==> src/core/alu_consts.svh <==
// Opcode encodings, constant patterns and widths for the flag/constant/shift datapath slice.
`ifndef ALU_CONSTS_SVH
`define ALU_CONSTS_SVH
`define DATA_W 16
`define AMT_W 4
`define ALU_OP_W 5
`define SH_OP_W 4
`define OP_CLEAR_ALL 5'h00
`define OP_FLAG_OVF 5'h18
`define OP_FLAG_X2 5'h19
`define OP_FLAG_X4 5'h1a
`define OP_FLAG_ZERO 5'h1b
`define OP_CONST_ONE 5'h1c
`define OP_CONST_BYTE 5'h1d
`define OP_CONST_NIB 5'h1e
`define OP_CONST_ALT 5'h1f
`define SH_LSR_PORT 4'h0
`define SH_LSL_PORT 4'h1
`define SH_ROTR_PORT 4'h2
`define SH_ROTL_PORT 4'h3
`define SH_LSR_ONE 4'h4
`define SH_LSL_ONE 4'h5
`define SH_LSR_TWO 4'h6
`define SH_LSL_TWO 4'h7
`define SH_LOAD_ONE 4'h8
`define SH_LOAD_TWO 4'h9
`define VAL_ONE 16'h0001
`define VAL_BYTE 16'h00ff
`define VAL_NIB 16'h000f
`define VAL_ALT 16'h5555
`endif

==> src/core/alu_pkg.sv <==
// Types shared by the datapath slice.
`default_nettype none
package alu_pkg;
    typedef enum logic [3:0] {
        FLAG_OVF = 4'h1,
        FLAG_X2 = 4'h2,
        FLAG_X4 = 4'h4,
        FLAG_ZERO = 4'h8
    } flag_mode_type;
endpackage
`default_nettype wire

==> src/core/shift_if.sv <==
// Interface carrying shifter request and result between the slice and its shifter.
`default_nettype none
interface shift_if;
    logic [15:0] data_in;
    logic [3:0] amount;
    logic [1:0] kind;
    logic [15:0] data_out;
    modport requester (output data_in, output amount, output kind, input data_out);
    modport shifter (input data_in, input amount, input kind, output data_out);
endinterface
`default_nettype wire
==> src/core/alu_flag_const_shift_ops.sv <==
// Datapath slice: flag mode selection, constant outputs and logical barrel shifts.
// How it works
// - Opcode 18h selects overflow as the condition flag source.
// - Overflow flag is carry into MSB xor carry out of MSB.
// - Any flag-select opcode forces the ALU result to zero that cycle.
// - Opcode 19h flags results within a factor of two of overflow.
// - Opcode 1Ah flags results within a factor of four of overflow.
// - Opcode 1Bh flags results equal to zero.
// - Flag becomes active during the zero-select cycle itself.
// - Opcode 1Ch outputs constant 0001h.
// - Opcode 1Dh outputs constant 00ffh.
// - Opcode 1Eh outputs constant 000fh.
// - Opcode 1Fh outputs constant 5555h.
// - Shifter op 0 shifts right logically by the port amount.
// - Shifter op 1 shifts left logically by the port amount.
// - Shifter op 2 rotates right by the port amount.
// - Shifter op 3 rotates left by the port amount.
// - Shifter op 4 shifts right by the first amount register.
// - Shifter op 5 shifts left by the first amount register.
// - Shifter op 6 shifts right by the second amount register.
// - Shifter op 7 shifts left by the second amount register.
// - Shift amounts are unsigned 4-bit, zero to fifteen.
// - Clear-all zeroes registers and carry, returns flag to overflow mode.
// - Load ops 8 and 9 capture the port into amount registers.
`include "alu_consts.svh"
`default_nettype none
module alu_flag_const_shift_ops (
    // Clock and reset
    input wire logic core_clk,
    input wire logic sys_rst,
    // Instruction fields
    input wire logic [4:0] alu_op,
    input wire logic [3:0] shift_op,
    // Operands
    input wire logic [15:0] alu_a,
    input wire logic [15:0] alu_b,
    input wire logic carry_in,
    input wire logic [15:0] shift_in,
    input wire logic [3:0] shift_value_port,
    // Results
    output logic [15:0] alu_result,
    output logic carry_out,
    output logic condition_flag_out,
    output logic [15:0] shift_result,
    output logic [3:0] shift_amount_one,
    output logic [3:0] shift_amount_two
);
    // Opcodes 01h-17h are outside this slice; they pass A+B+carry_in so the flag
    // logic has an arithmetic result to watch.
    typedef struct packed {
        logic [15:0] alu_result;
        logic carry_out;
        logic condition_flag_out;
        logic [15:0] shift_result;
        logic [3:0] shift_amount_reg_one;
        logic [3:0] shift_amount_reg_two;
        alu_pkg::flag_mode_type mode;
    } state_type;

    state_type state_reg;
    state_type state_next;
    shift_if sif ();

    barrel_shifter shifter_inst (
        .sif(sif.shifter)
    );

    function automatic logic flag_of(input alu_pkg::flag_mode_type m, input logic [15:0] r,
                                     input logic ovf);
        logic res;
        res = 1'b0;
        unique case (m)
            alu_pkg::FLAG_OVF: res = ovf;
            alu_pkg::FLAG_X2: res = ovf | (r[15] ^ r[14]);
            alu_pkg::FLAG_X4: res = ovf | (r[15] ^ r[14]) | (r[15] ^ r[13]);
            alu_pkg::FLAG_ZERO: res = (r == 16'h0000);
        endcase
        return res;
    endfunction

    logic [15:0] low_sum;
    logic [16:0] full_sum;
    logic carry_msb;
    logic ovf;
    logic [15:0] result;
    alu_pkg::flag_mode_type mode_now;

    always_comb begin
        low_sum = {1'b0, alu_a[14:0]} + {1'b0, alu_b[14:0]} + {15'h0000, carry_in};
        carry_msb = low_sum[15];
        full_sum = {1'b0, alu_a} + {1'b0, alu_b} + {16'h0000, carry_in};
        ovf = carry_msb ^ full_sum[16];
        result = full_sum[15:0];
        mode_now = state_reg.mode;
        unique case (alu_op)
            `OP_FLAG_OVF: mode_now = alu_pkg::FLAG_OVF;
            `OP_FLAG_X2: mode_now = alu_pkg::FLAG_X2;
            `OP_FLAG_X4: mode_now = alu_pkg::FLAG_X4;
            `OP_FLAG_ZERO: mode_now = alu_pkg::FLAG_ZERO;
            `OP_CLEAR_ALL: mode_now = alu_pkg::FLAG_OVF;
            default: mode_now = state_reg.mode;
        endcase
        unique case (alu_op)
            `OP_FLAG_OVF, `OP_FLAG_X2, `OP_FLAG_X4, `OP_FLAG_ZERO: begin
                result = 16'h0000;
                ovf = 1'b0;
                full_sum = 17'h00000;
            end
            `OP_CONST_ONE: result = `VAL_ONE;
            `OP_CONST_BYTE: result = `VAL_BYTE;
            `OP_CONST_NIB: result = `VAL_NIB;
            `OP_CONST_ALT: result = `VAL_ALT;
            default: ;
        endcase
        if (alu_op >= `OP_FLAG_OVF) begin
            ovf = 1'b0;
            full_sum[16] = 1'b0;
        end

        sif.data_in = shift_in;
        sif.amount = shift_value_port;
        sif.kind = 2'h0;
        unique case (shift_op)
            `SH_LSR_PORT: sif.kind = 2'h0;
            `SH_LSL_PORT: sif.kind = 2'h1;
            `SH_ROTR_PORT: sif.kind = 2'h2;
            `SH_ROTL_PORT: sif.kind = 2'h3;
            `SH_LSR_ONE: sif.amount = state_reg.shift_amount_reg_one;
            `SH_LSL_ONE: begin
                sif.kind = 2'h1;
                sif.amount = state_reg.shift_amount_reg_one;
            end
            `SH_LSR_TWO: sif.amount = state_reg.shift_amount_reg_two;
            `SH_LSL_TWO: begin
                sif.kind = 2'h1;
                sif.amount = state_reg.shift_amount_reg_two;
            end
            // Loads and codes outside this slice pass the input unshifted.
            default: sif.amount = 4'h0;
        endcase

        state_next = state_reg;
        state_next.mode = mode_now;
        state_next.alu_result = result;
        state_next.carry_out = full_sum[16];
        // Flag is evaluated with the mode in force this cycle, so the zero
        // select sees its own forced zero and raises the flag at once.
        state_next.condition_flag_out = flag_of(mode_now, result, ovf);
        state_next.shift_result = sif.data_out;
        if (shift_op == `SH_LOAD_ONE) begin
            state_next.shift_amount_reg_one = shift_value_port;
        end
        if (shift_op == `SH_LOAD_TWO) begin
            state_next.shift_amount_reg_two = shift_value_port;
        end
        if (alu_op == `OP_CLEAR_ALL) begin
            state_next.alu_result = 16'h0000;
            state_next.carry_out = 1'b0;
            state_next.shift_result = 16'h0000;
            state_next.shift_amount_reg_one = 4'h0;
            state_next.shift_amount_reg_two = 4'h0;
            state_next.condition_flag_out = 1'b0;
        end
    end

    always_ff @(posedge core_clk) begin
        if (sys_rst) begin
            state_reg <= '{alu_result: 16'h0000, carry_out: 1'b0, condition_flag_out: 1'b0,
                           shift_result: 16'h0000, shift_amount_reg_one: 4'h0,
                           shift_amount_reg_two: 4'h0, mode: alu_pkg::FLAG_OVF};
        end else begin
            state_reg <= state_next;
        end
    end

    assign alu_result = state_reg.alu_result;
    assign carry_out = state_reg.carry_out;
    assign condition_flag_out = state_reg.condition_flag_out;
    assign shift_result = state_reg.shift_result;
    assign shift_amount_one = state_reg.shift_amount_reg_one;
    assign shift_amount_two = state_reg.shift_amount_reg_two;
endmodule // alu_flag_const_shift_ops
`default_nettype wire

==> src/core/barrel_shifter.sv <==
// Combinational 16-bit barrel shifter: logical shifts and rotates by 0..15.
`include "alu_consts.svh"
`default_nettype none
module barrel_shifter (
    shift_if.shifter sif
);
    // Kind 0 logical right, 1 logical left, 2 rotate right, 3 rotate left.
    logic [31:0] doubled;
    always_comb begin
        doubled = {sif.data_in, sif.data_in};
        unique case (sif.kind)
            2'h0: sif.data_out = sif.data_in >> sif.amount;
            2'h1: sif.data_out = sif.data_in << sif.amount;
            2'h2: sif.data_out = 16'((doubled >> sif.amount));
            2'h3: sif.data_out = 16'((doubled << sif.amount) >> `DATA_W);
        endcase
    end
endmodule // barrel_shifter
`default_nettype wire

==> config.mk <==
export PLATFORM = sky130hd
export DESIGN_NAME = alu_flag_const_shift_ops
export DESIGN_NICKNAME = d
export VERILOG_FILES = /design/src/core/alu_pkg.sv /design/src/core/shift_if.sv /design/src/core/alu_flag_const_shift_ops.sv /design/src/core/barrel_shifter.sv
export VERILOG_INCLUDE_DIRS = /design/src /design/src/core
export SDC_FILE = /design/constraint.sdc
export NUM_CORES = 1
export LEC_CHECK = 0
export BUFFER_PORTS_ARGS = -buffer_cell sky130_fd_sc_hd__buf_2
export CORE_AREA = 2 2 114 116
export DETAILED_ROUTE_END_ITERATION = 8
export DIE_AREA = 0 0 116 118
export GPL_TIMING_DRIVEN = 0
export PLACE_DENSITY = 0.67
export SETUP_SLACK_MARGIN = 0.5
export SYNTH_ARGS = -nofsm -noshare
export SYNTH_HDL_FRONTEND = slang
export SYNTH_HIERARCHICAL = 1
export SYNTH_SLANG_ARGS = --single-unit
==> constraint.sdc <==
create_clock -name core_clk -period 3.22 [get_ports core_clk]
set_input_delay 0.322 -clock core_clk [delete_from_list [all_inputs] [get_ports core_clk]]
set_output_delay 0.322 -clock core_clk [all_outputs]
set_load 0.01 [all_outputs]
* After elaboration in Yosys (flattened, before gate mapping) *
Index checks and enable logic that the tools add are counted.

word-level totals
  output and inout bits = 42
  logic and storage cells = 65
  register bits after elaboration = 46
  bits of input ports = 64

operators by class
  shift-type cells = 4
  $lt $le $gt $ge = 1
  equality and inequality tests = 24
  bitwise operators = 5
  multiplexer cells = 8
  reductions and logical operators = 12
  add/sub/neg operators = 4

operators by type and width
  kind                  count
  $pmux W16 S5          1
  $pmux W16 S4          1
  $eq A5 B5 Y1 const B  8
  $shl A32 B4 Y32       1
  $shr A32 B4 Y16       1
  $eq A4 B3 Y1 const B  5
  $add A16 B16 Y17      1
  $add A17 B1 Y17       1
  $add A15 B15 Y16      1
  $add A16 B1 Y16       1
  $logic_not A16 Y1     1
  $pmux W4 S4           1
  $shl A16 B4 Y16       1
  $shr A16 B4 Y16       1
  $eq A4 B2 Y1 const B  3
  $eq A4 B4 Y1 const B  3
  $pmux W4 S3           1
  $eq A4 B1 Y1 const B  2
  $reduce_or A2 Y1      4
  $reduce_or A4 Y1      2
  $reduce_or A7 Y1      1
  $pmux W2 S3           1
  $ge A5 B5 Y1 const B  1
  $logic_not A5 Y1      1
  other kinds (9)       14

* Depth between registers and ports, before layout *
Gate-level depths: netlist of run 1.

  depth in word-level cells = 8
  depth in mapped cells = 14
  depth with buffers taken out = 14

* By module *
The synthesis of run 1 kept the hierarchy.

modules (own cells, without submodules)
  module                    instances  seq. area each (um^2)  cells an instance  area each (um^2)
  alu_flag_const_shift_ops  1          920.9                  326                2892.8
  barrel_shifter            1          0.0                    254                2024.4

* Worst setup path after synthesis of run 1 *
Ideal clock, no wire load.

  path kind = input -> register
  start = in alu_a[0]
  end = reg state_reg, in the netlist condition_flag_out
  arrival time = 3102 ps
  required time = 3147 ps
  slack = 45 ps
  setup time = 73 ps
  buffers on the path = 0
  stages on the path = 14
  cell sequence = fa_1 > fa_1 > a21oi_1 > o211ai_2 > a31oi_1 > nor3_2 > a31o_2 > xor2_1 > a21boi_0 > ha_1 > nand4_1 > nor3b_2 > nand4_1 > o211ai_2

on the way
  longest elaborated chain between the ends = 8
  elaborated cells on any way between the ends = 14
  classes of those cells = add/sub (4); mux (4); bitwise (5); reduce/logical (1)

RTL lines
  item                                                  RTL line                                                        text
  from (decl)                                           alu_flag_const_shift_ops.sv:35                                  input wire logic [15:0] alu_a,
  $add A16 B16 Y17 or $add A15 B15 Y16 (tied branches)  alu_flag_const_shift_ops.sv:91, alu_flag_const_shift_ops.sv:89
  $add A17 B1 Y17 or $add A16 B1 Y16 (tied branches)    alu_flag_const_shift_ops.sv:91, alu_flag_const_shift_ops.sv:89
  $xor A1 B1 Y1                                         alu_flag_const_shift_ops.sv:92                                  ovf = carry_msb ^ full_sum[16];
  $mux W1                                               alu_flag_const_shift_ops.sv:103                                 unique case (alu_op)
  $mux W1                                               alu_flag_const_shift_ops.sv:115                                 if (alu_op >= `OP_FLAG_OVF) begin
  $or A1 B1 Y1                                          alu_flag_const_shift_ops.sv:74, alu_flag_const_shift_ops.sv:75
  $or A1 B1 Y1                                          alu_flag_const_shift_ops.sv:75                                  alu_pkg::FLAG_X4: res = ovf | (r[15] ^ r[14]) | (r[15] ^ r[13]);
  $pmux W1 S4 *                                         alu_flag_const_shift_ops.sv:72                                  unique case (m)
  to (signal assigned)                                  alu_flag_const_shift_ops.sv:168                                 state_reg <= '{alu_result: 16'h0000, carry_out: 1'b0, condition_flag_out: 1'b0,
  to (signal assigned)                                  alu_flag_const_shift_ops.sv:172                                 state_reg <= state_next;
  to (decl)                                             alu_flag_const_shift_ops.sv:60                                  state_type state_reg;

Every way passes the cells marked *; elsewhere a longest branch is shown, timed or not.
A chain may end at the register's enable or synchronous reset.

* Final worst setup path of run 1 *
Ends and elaborated chain as after synthesis.

==> impl_metrics.yaml, run 1 <==
clock_tree:
  htree_levels: 2
  cts_root_buf: "clkbuf_16"
  clk_pin_slew_ns: 0.06
  clockBufferDepth: 2
  cts.sinks: 46
  clkLatencyLatePin_ns: 0.28
  cts_tree: "built"
  cts_hold_buf: 0
  cts_buffers: 5
grt:
  grt_max_degree: 14
  grt_pass1_wl_um: 24320
  overflow: 0
  gr-usage-all-layers: 0.2192
  grt_pass1_vias: 4850
  grt_antenna_before_repair: 0
worst_setup_path:
  cp_cell_sequence: "buf_6, fa_2, fa_2, a21oi_2, o211ai_2, a31oi_1, nor3_2, a31o_2, xor2_2, a21boi_2, ha_2, nand4_1, nor3b_2, nand4_1, o211ai_2"
  r2r_start: "shift_amount_one[2]"
  crit_buf_inv: 1
  cp_data_required_time_ns: 3.44
  path_class: "primary input to flop"
  worstSetupStartpointType: "primary input"
  crit_fanout: 3
  crit_family: "compound AO/OA/AOI/OAI gates"
  slowest_delay_ns: 0.39
  slowest_stage: "fa_2"
  critPathCaptureType: "flop"
  setup.worst_path.start: "alu_a[0]"
  worstPathArrival_ns: 3.10
floorplanning:
  start_util: 0.3961
  die_x_um: 116
  die_h_um: 118
  ioPinCount: 106
  dieArea_mm2: 0.01369
  core-area_mm2: 0.01241
  placementRows: 41
placed_design:
  dp_hpwl_um: 11820
  preCtsSetupSlack_ns: -0.1334
  gp_congestion: 0.9704
  dpl_cell_area_mm2: 0.005637
  port-buffer-count: 99
timing:
  worst_hold_slack_ns: 0.2861
  setup_slack_ns: 0.3396
  fin_crit_sh: 0.8945
  slew_viol_final: 0
  hold_viol: 0
  rsz0062_at_grt: "yes"
  min_period_ns: 2.880
  tightest_slew_ns: 0.6244
  max_freq_ghz: 0.3472
  slew_headroom: 0.5827
  finClkSkew_ns: 0.006944
  setup_viol: 0
layout:
  diodes: 0
  final_core_util: 0.4735
  fillers: 1256
  drive_above_1_share: 0.3530
  design_area_mm2: 0.005878
  area_growth_pct: 19.54
  nets: 776
routing:
  vias: 4804
  detail-route-antenna-nets: 0
  vias_per_cell: 5.547
  drtPass1Iterations: 5
  drt_wl_total_um: 14880
  drt-initial-drc-count: 254
  wl_per_cell_um: 17.18
  route.detailed.drc: 0
power_and_ir_drop:
  clock_power_share: 0.240
  intPower_mw: 1.330
  combPwrFrac: 0.446
  swShare: 0.3456
  switchingPower_uw: 702.5
  powerDensity_mw_per_mm2: 345.8
  seqPwrFrac: 0.314
  vdd_drop_max_mv: 0.2446
  power_mw: 2.033
  leakage_nw: 2.523
yosys:
  syn_nets: 662
  ys.flop_type: "dfxtp_1"
  syn_avg_cell_area_um2: 8.478
  syn_inst: 580
  yosysTopAreaCell: "dfxtp_1"
  synth_edf_count: 0
  seq_area_frac_synth: 0.1873
  synth.top_cell.area_share: 0.1873
  synth_common_cells: "mux2i_1 (51), dfxtp_1 (46), nand2_1 (46), buf_4 (45)"
  yosysMostFrequentCell: "mux2i_1"
  synthesis.area_mm2: 0.004917
  synthTopCellsByArea: "dfxtp_1 (19%), mux2i_1 (10%), buf_4 (6.9%)"
  synthArstFlopShare: 0
  synth_seq_cells: 46
  yosysWarningCount: 6
  yosysUniqueCellTypes: 80
job:
  drv_cap: 0
status:
  outcome: "complete, no violations"
worst_hold_path:
  hold_class: "primary input to flop"
  worstHoldStart: "sys_rst"
[metal layers]
layer	GRT usage	up-vias	wire [um]
li1	-	2326	-
met1	0.2898	2261	6474
met2	0.3629	186	7073
met3	0.03193	31	856
met4	0.07292	0	470
met5	0	-	0
[worst paths after layout]
path / cells after the start / slack, ns / end
worst max register to register: 9 / 0.62 / shift_result[13]
worst max-delay path: 15 / 0.34 / condition_flag_out
worst min register to register: 2 / 0.49 / state_reg[1]
worst min-delay path: 2 / 0.29 / state_reg[1]
[power by group through the flow]
stage / clock network, mW / logic [mW] / registers (mW)
3_5_place_dp: 0 / 0.871 / 0.652
6_report: 0.487 / 0.906 / 0.639
5_1_grt: 0.516 / 0.986 / 0.643
2_1_floorplan: 0 / 0.618 / 0.647
3_3_place_gp: 0 / 0.871 / 0.651
4_1_cts: 0.497 / 0.887 / 0.640
[repair_timing]
action / in CTS / in global routing
pin swaps: 12 / 12
resized for setup: 5 / 9
setup buffers: 4 / 4
setup endpoints to repair: 16 / 17
[layout by cell type (no fill, tap or decap), types with 5 or more instances in the layout]
master,Yosys,final
a21o_1,5,5
inv_1,7,7
nor2b_1,9,9
nor3_1,9,9
clkbuf_1,19,18
and2_1,19,19
nand2_1,46,46
o22a_1,6,6
clkbuf_16,0,5
o21a_1,6,6
buf_6,4,6
mux2_2,16,16
xnor2_1,6,6
o211ai_1,6,6
buf_4,45,53
ha_1,16,15
dfxtp_1,46,46
buf_2,9,107
nor2_1,43,43
a31oi_1,9,9
mux2i_1,51,50
a21oi_1,43,42
o21ai_0,20,20
xor2_1,10,9
a211oi_1,7,5
nand2b_1,5,5
o21bai_1,5,5
mux4_2,15,15
nand3_1,10,10
[through the flow]
| stage | setup TNS (ns) | std cells |
|---|---|---|
| after floorplan | 0 | 580 |
| after global placement | -0.3279 | 851 |
| after detailed placement | -0.4286 | 851 |
| after CTS | 0 | 862 |
| after global routing | 0 | 866 |
| final | 0 | 866 |
[final cells by class]
| class | instances | area (um2) | area share |
|---|---|---|---|
| inverter | 8 | 30.03 | 0.005109 |
| buffer | 81 | 551.8 | 0.09387 |
| sequential | 46 | 920.9 | 0.1567 |
| timing repair buffer | 107 | 568.0 | 0.09664 |
| clock buffer | 6 | 128.9 | 0.02192 |
| clock inverter | 1 | 7.507 | 0.001277 |
| tap | 172 | 215.2 | 0.03661 |
| multi-input combinational | 445 | 3456 | 0.5879 |
[cell families (layout without fill, tap and decap cells)]
kind of cell | after synthesis | count (layout) | synth area share
XOR/XNOR | 17 | 17 | 0.03308
AO/OA/AOI/OAI | 153 | 153 | 0.2168
buffers and inverters | 89 | 203 | 0.1173
flip-flops | 46 | 46 | 0.1873
multiplexers | 84 | 84 | 0.2153
adder cells (fa/ha/maj) | 18 | 18 | 0.04885
AND/OR/NAND/NOR | 173 | 173 | 0.1814
(Power assumes the default switching activity.)
==> inputs of run 2 (changes only) <==
--- a/config.mk
+++ b/config.mk
@@ -12,7 +12,7 @@
 export DIE_AREA = 0 0 116 118
 export GPL_TIMING_DRIVEN = 0
 export PLACE_DENSITY = 0.67
-export SETUP_SLACK_MARGIN = 0.5
+export SETUP_SLACK_MARGIN = 0.3
 export SYNTH_ARGS = -nofsm -noshare
 export SYNTH_HDL_FRONTEND = slang
 export SYNTH_HIERARCHICAL = 1
==> impl_metrics.yaml, run 2 (same netlist as run 1, synthesis figures left out) <==
power_and_ir_drop:
  power_mw: 2.098
  switchingPower_uw: 704.0
  seqPwrFrac: 0.305
  leakage_nw: 2.518
  combPwrFrac: 0.429
  clock_power_share: 0.267
  vdd_drop_max_mv: 0.2645
  intPower_mw: 1.394
  swShare: 0.3356
  powerDensity_mw_per_mm2: 357.3
layout:
  layout_commonest_cell: "buf_2"
  design_area_mm2: 0.005872
  final_cell_mix: "buf_2 (107), mux2i_1 (51), buf_4 (50), nand2_1 (46), dfxtp_1 (46)"
  diodes: 0
  nets: 773
  multiInputGateArea_mm2: 0.003452
  drive_above_1_share: 0.3454
  regArea_um2: 920.9
  fillers: 1258
  fin_cells: 864
  area_growth_pct: 19.41
clock_tree:
  clkLatencyLatePin_ns: 0.29
  clockBufferDepth: 2
  clk_pin_slew_ns: 0.06
  cts_tree: "built"
  cts.sinks: 46
  cts_root_buf: "clkbuf_16"
  htree_levels: 2
  cts_buffers: 5
timing:
  tightest_slew_ns: 0.6321
  finClkSkew_ns: 0.005667
  fin_crit_sh: 0.8842
  min_period_ns: 2.847
  worst_hold_slack_ns: 0.2919
  rsz0062_at_grt: "yes"
  slew_headroom: 0.5775
  setup_slack_ns: 0.3728
  max_freq_ghz: 0.3512
  setup_viol: 0
  hold_viol: 0
  slew_viol_final: 0
worst_setup_path:
  crit_family: "compound AO/OA/AOI/OAI gates"
  critPathCaptureType: "flop"
  ff2ff_path_depth: 9
  crit_fanout: 3
  cp_data_required_time_ns: 3.44
  cp_cell_sequence: "buf_6, fa_2, fa_2, a21oi_4, o211ai_2, a31oi_1, nor3_2, a31o_2, xor2_1, a21boi_2, ha_2, nand4_1, nor3b_2, nand4_1, o211ai_2"
  r2r_start: "shift_amount_one[2]"
  slowest_stage: "fa_2"
  path_class: "primary input to flop"
  slowest_delay_ns: 0.41
  worstSetupStartpointType: "primary input"
  worstPathArrival_ns: 3.07
  r2r_end: "shift_result[13]"
  crit_buf_inv: 1
  r2r_setup_slack_ns: 0.57
status:
  outcome: "complete, no violations"
routing:
  drt-initial-drc-count: 334
  drtPass1Iterations: 4
  drt_wl_total_um: 14950
  wl_per_cell_um: 17.30
  vias: 4912
  detail-route-antenna-nets: 0
  route.detailed.drc: 0
  vias_per_cell: 5.685
floorplanning:
  ioPinCount: 106
  die_x_um: 116
  placementRows: 41
  dieArea_mm2: 0.01369
  die_h_um: 118
  core-area_mm2: 0.01241
  start_util: 0.3961
grt:
  grt_pass1_vias: 4879
  grt_pass1_wl_um: 24520
  gr-usage-all-layers: 0.2234
  overflow: 0
  grt_max_degree: 14
  grt_antenna_before_repair: 0
placed_design:
  dp.cells: 851
  dpl_cell_area_mm2: 0.005637
  port-buffer-count: 99
  dp_hpwl_um: 11840
  preCtsSetupSlack_ns: -0.1033
  gp_congestion: 0.9685
worst_hold_path:
  hold_end: "state_reg[1]"
  worstHoldStart: "sys_rst"
  hold_class: "primary input to flop"
  hold_depth: 2
job:
  drv_cap: 0
## run 2: cell count changes in the layout (fill, tap and decap cells not counted), sizes merged
cell,delta
clkinvlp,-1
clkbuf,+2
buf,-3
## run 2: what timing repair did
action,in CTS,in global routing
hold buffers,0,0
resized for setup,3,4
pin swaps,12,4
setup buffers,5,0
endpoints found under the setup margin,4,11
## run 2: final cells by class
class / instances / share of cell area
Sequential cell: 46 / 0.1568
Timing Repair Buffer: 104 / 0.09184
Buffer: 81 / 0.09333
Multi-Input combinational cell: 445 / 0.5879
Inverter: 8 / 0.005114
Tap cell: 172 / 0.03665
Clock buffer: 8 / 0.02834
## run 2: how the worst max path moves through the flow
stage,depth (start not counted),end,start,slack (ns)
after CTS,15,condition_flag_out,carry_in,0.29
final,15,condition_flag_out,carry_in,0.37
after global placement,15,condition_flag_out,alu_a[0],-0.06
after global routing,15,condition_flag_out,carry_in,0.20
after floorplan,14,condition_flag_out,alu_a[0],0.30
after detailed placement,15,condition_flag_out,alu_a[0],-0.10
## run 2: metal layers
layer  GRT usage  share of wire  vias up
li1            -              -     2322
met1      0.2876           0.42     2304
met2      0.3673           0.48      242
met3     0.04274          0.073       44
met4     0.08333          0.033        0
met5           0              0        -
## run 2: worst reg2reg max path, delay by kind of cell (launching register included)
| family | cells | cell delay (ns) |
|---|---|---|
| multiplexers | 3 | 0.76 |
| buffers and inverters | 2 | 0.56 |
| AND/OR/NAND/NOR | 1 | 0.13 |
| AO/OA/AOI/OAI | 3 | 0.72 |
| flip-flops | 1 | 0.38 |
## run 2: per-stage QoR
| step | util | TNS [ns] |
|---|---|---|
| floorplan | - | 0 |
| global placement | 0.4540 | -0.06164 |
| detailed placement | 0.4540 | -0.1195 |
| CTS | 0.4716 | 0 |
| global route | 0.4730 | 0 |
| finish | 0.4730 | 0 |
## run 2: power groups by stage
| stage | registers, mW | logic (mW) | clock network, mW |
|---|---|---|---|
| 2_1_floorplan | 0.647 | 0.618 | 0 |
| 3_3_place_gp | 0.651 | 0.861 | 0 |
| 3_5_place_dp | 0.651 | 0.870 | 0 |
| 4_1_cts | 0.640 | 0.888 | 0.570 |
| 5_1_grt | 0.644 | 0.977 | 0.595 |
| 6_report | 0.639 | 0.899 | 0.559 |
==> inputs of run 3 (changes only) <==
--- a/config.mk
+++ b/config.mk
@@ -6,10 +6,11 @@
 export SDC_FILE = /design/constraint.sdc
 export NUM_CORES = 1
 export LEC_CHECK = 0
+export ABC_AREA = 1
 export BUFFER_PORTS_ARGS = -buffer_cell sky130_fd_sc_hd__buf_2
-export CORE_AREA = 2 2 114 116
+export CORE_AREA = 2 2 116 118
 export DETAILED_ROUTE_END_ITERATION = 8
-export DIE_AREA = 0 0 116 118
+export DIE_AREA = 0 0 118 120
 export GPL_TIMING_DRIVEN = 0
 export PLACE_DENSITY = 0.67
 export SETUP_SLACK_MARGIN = 0.3
==> impl_metrics.yaml, run 3 <==
timing:
  worst_hold_slack_ns: 0.2323
  fin_crit_sh: 0.8418
  rsz0062_at_grt: "no"
  min_period_ns: 2.710
  slew_viol_final: 0
  setup_viol: 0
  slew_headroom: 0.6171
  finClkSkew_ns: 0.007837
  fin_setup_tns_ns: 0
  tightest_slew_ns: 0.5743
  setup_slack_ns: 0.5096
  max_freq_ghz: 0.3689
  hold_viol: 0
yosys:
  synth_seq_cells: 46
  yosysWarningCount: 6
  synth_common_cells: "nand2_1 (324), nand3_1 (139), inv_1 (81), nor2_1 (78), buf_4 (48)"
  syn_nets: 965
  synth.top_cell.area_share: 0.2382
  synthesis.area_mm2: 0.005106
  yosysTopAreaCell: "nand2_1"
  yosysMostFrequentCell: "nand2_1"
  syn_inst: 883
  seq_area_frac_synth: 0.1803
  syn_avg_cell_area_um2: 5.783
  synthArstFlopShare: 0
  ys.flop_type: "dfxtp_1"
  synthTopCellsByArea: "nand2_1 (24%), dfxtp_1 (18%), nand3_1 (14%)"
  synth_edf_count: 0
  yosysUniqueCellTypes: 38
routing:
  vias_per_cell: 4.905
  drt-initial-drc-count: 436
  vias: 5749
  drt_wl_total_um: 15150
  wl_per_cell_um: 12.93
  route.detailed.drc: 0
  drtPass1Iterations: 5
  detail-route-antenna-nets: 0
clock_tree:
  clockBufferDepth: 2
  cts.sinks: 46
  cts_hold_buf: 0
  cts_root_buf: "clkbuf_16"
  cts_tree: "built"
  htree_levels: 2
  cts_buffers: 5
  clk_pin_slew_ns: 0.07
  clkLatencyLatePin_ns: 0.30
floorplanning:
  core-area_mm2: 0.01298
  ioPinCount: 106
  start_util: 0.3934
  die_h_um: 120
  dieArea_mm2: 0.01416
  placementRows: 42
  die_x_um: 118
placed_design:
  gp_congestion: 0.9791
  dp_hpwl_um: 12340
  preCtsSetupSlack_ns: -0.1019
  dp.cells: 1163
  port-buffer-count: 104
  dpl_cell_area_mm2: 0.005847
grt:
  grt_antenna_before_repair: 0
  gr-usage-all-layers: 0.2118
  grt_max_degree: 17
  overflow: 0
  grt_pass1_wl_um: 24630
  grt_pass1_vias: 5381
layout:
  final_core_util: 0.4661
  fillers: 1438
  design_area_mm2: 0.006050
  layout_commonest_cell: "nand2_1"
  nets: 1077
  diodes: 0
  fin_cells: 1172
  drive_above_1_share: 0.2440
  final_cell_mix: "nand2_1 (323), nand3_1 (137), buf_2 (114), inv_1 (81), nor2_1 (78)"
  area_growth_pct: 18.48
worst_setup_path:
  worstPathArrival_ns: 2.93
  critPathCaptureType: "flop"
  crit_fanout: 4
  path_class: "primary input to flop"
  cp_data_required_time_ns: 3.44
  worstSetupStartpointType: "primary input"
power_and_ir_drop:
  leakage_nw: 3.450
  power_mw: 2.066
  vdd_drop_max_mv: 0.2176
  combPwrFrac: 0.399
  seqPwrFrac: 0.305
  swShare: 0.3622
  switchingPower_uw: 748.5
  intPower_mw: 1.318
  powerDensity_mw_per_mm2: 341.6
  clock_power_share: 0.296
job:
  drv_cap: 0
status:
  outcome: "complete, no violations"
worst_hold_path:
  hold_class: "primary input to flop"
[run 3: changes by cell type in the layout (fill, tap and decap cells not counted), sizes merged, moves of 15 or more]
cell,change
and2,-19
clkbuf,-19
inv,+84
mux2,-18
mux2i,-51
mux4,-15
nand2,+294
nand3,+153
nor2,+37
o21ai,-19
[run 3: timing repair]
item                       CTS  global route
buffers inserted             0             1
setup endpoints to repair    1             1
gates resized for setup      2             4
hold endpoints to repair     0             0
pin swaps                    0             2
[run 3: final timing paths]
path | startpoint | endpoint | slack (ns) | cells past startpoint
worst max-delay path | alu_a[0] | condition_flag_out | 0.51 | 19
worst max register to register | shift_amount_one[0] | shift_result[5] | 1.26 | 15
worst min-delay path | sys_rst | state_reg[2] | 0.23 | 2
worst min register to register | state_reg[2] | state_reg[2] | 0.48 | 2
[run 3: power groups by stage]
| stage | clock network [mW] | registers (mW) | logic, mW |
|---|---|---|---|
| 3_3_place_gp | 0 | 0.643 | 0.812 |
| 4_1_cts | 0.630 | 0.632 | 0.816 |
| 2_1_floorplan | 0 | 0.641 | 0.582 |
| 6_report | 0.611 | 0.631 | 0.824 |
| 3_5_place_dp | 0 | 0.644 | 0.812 |
| 5_1_grt | 0.648 | 0.636 | 0.927 |
[run 3: critical path: stages]
cell     delay, ns
buf_2         0.11
fa_2          0.42
fa_2          0.39
nand3_1       0.11
nand2_1       0.09
nand3_2       0.09
nand2_2       0.08
nand3_2       0.08
nand2_1       0.08
a21oi_2       0.13
nand2_1       0.08
a31oi_1       0.16
ha_1          0.18
nand3_1       0.07
nor2_1        0.11
nand3_1       0.10
nor2_1        0.10
nand2_1       0.06
a21oi_1       0.15
[run 3: layer usage]
layer  wire length, um  global-route usage
met1              6782              0.2668
met2              7211              0.3699
met3               754             0.02281
met4               404             0.08434
met5                 0                   0
[run 3: final cells by class]
type	instances	area, um2	area share
Multi-Input combinational cell	677	3333	0.5510
Sequential cell	46	920.9	0.1522
Timing Repair Buffer	105	528.0	0.08728
Buffer	69	516.7	0.08542
Inverter	91	356.6	0.05895
Tap cell	176	220.2	0.03640
Clock buffer	5	125.1	0.02068
Clock inverter	3	48.80	0.008066
[run 3: kinds of logic after synthesis]
family | synth area share
AO/OA/AOI/OAI | 0.05195
XOR/XNOR | 0.003431
adder cells (fa/ha/maj) | 0.04705
buffers and inverters | 0.1710
flip-flops | 0.1803
AND/OR/NAND/NOR | 0.5462
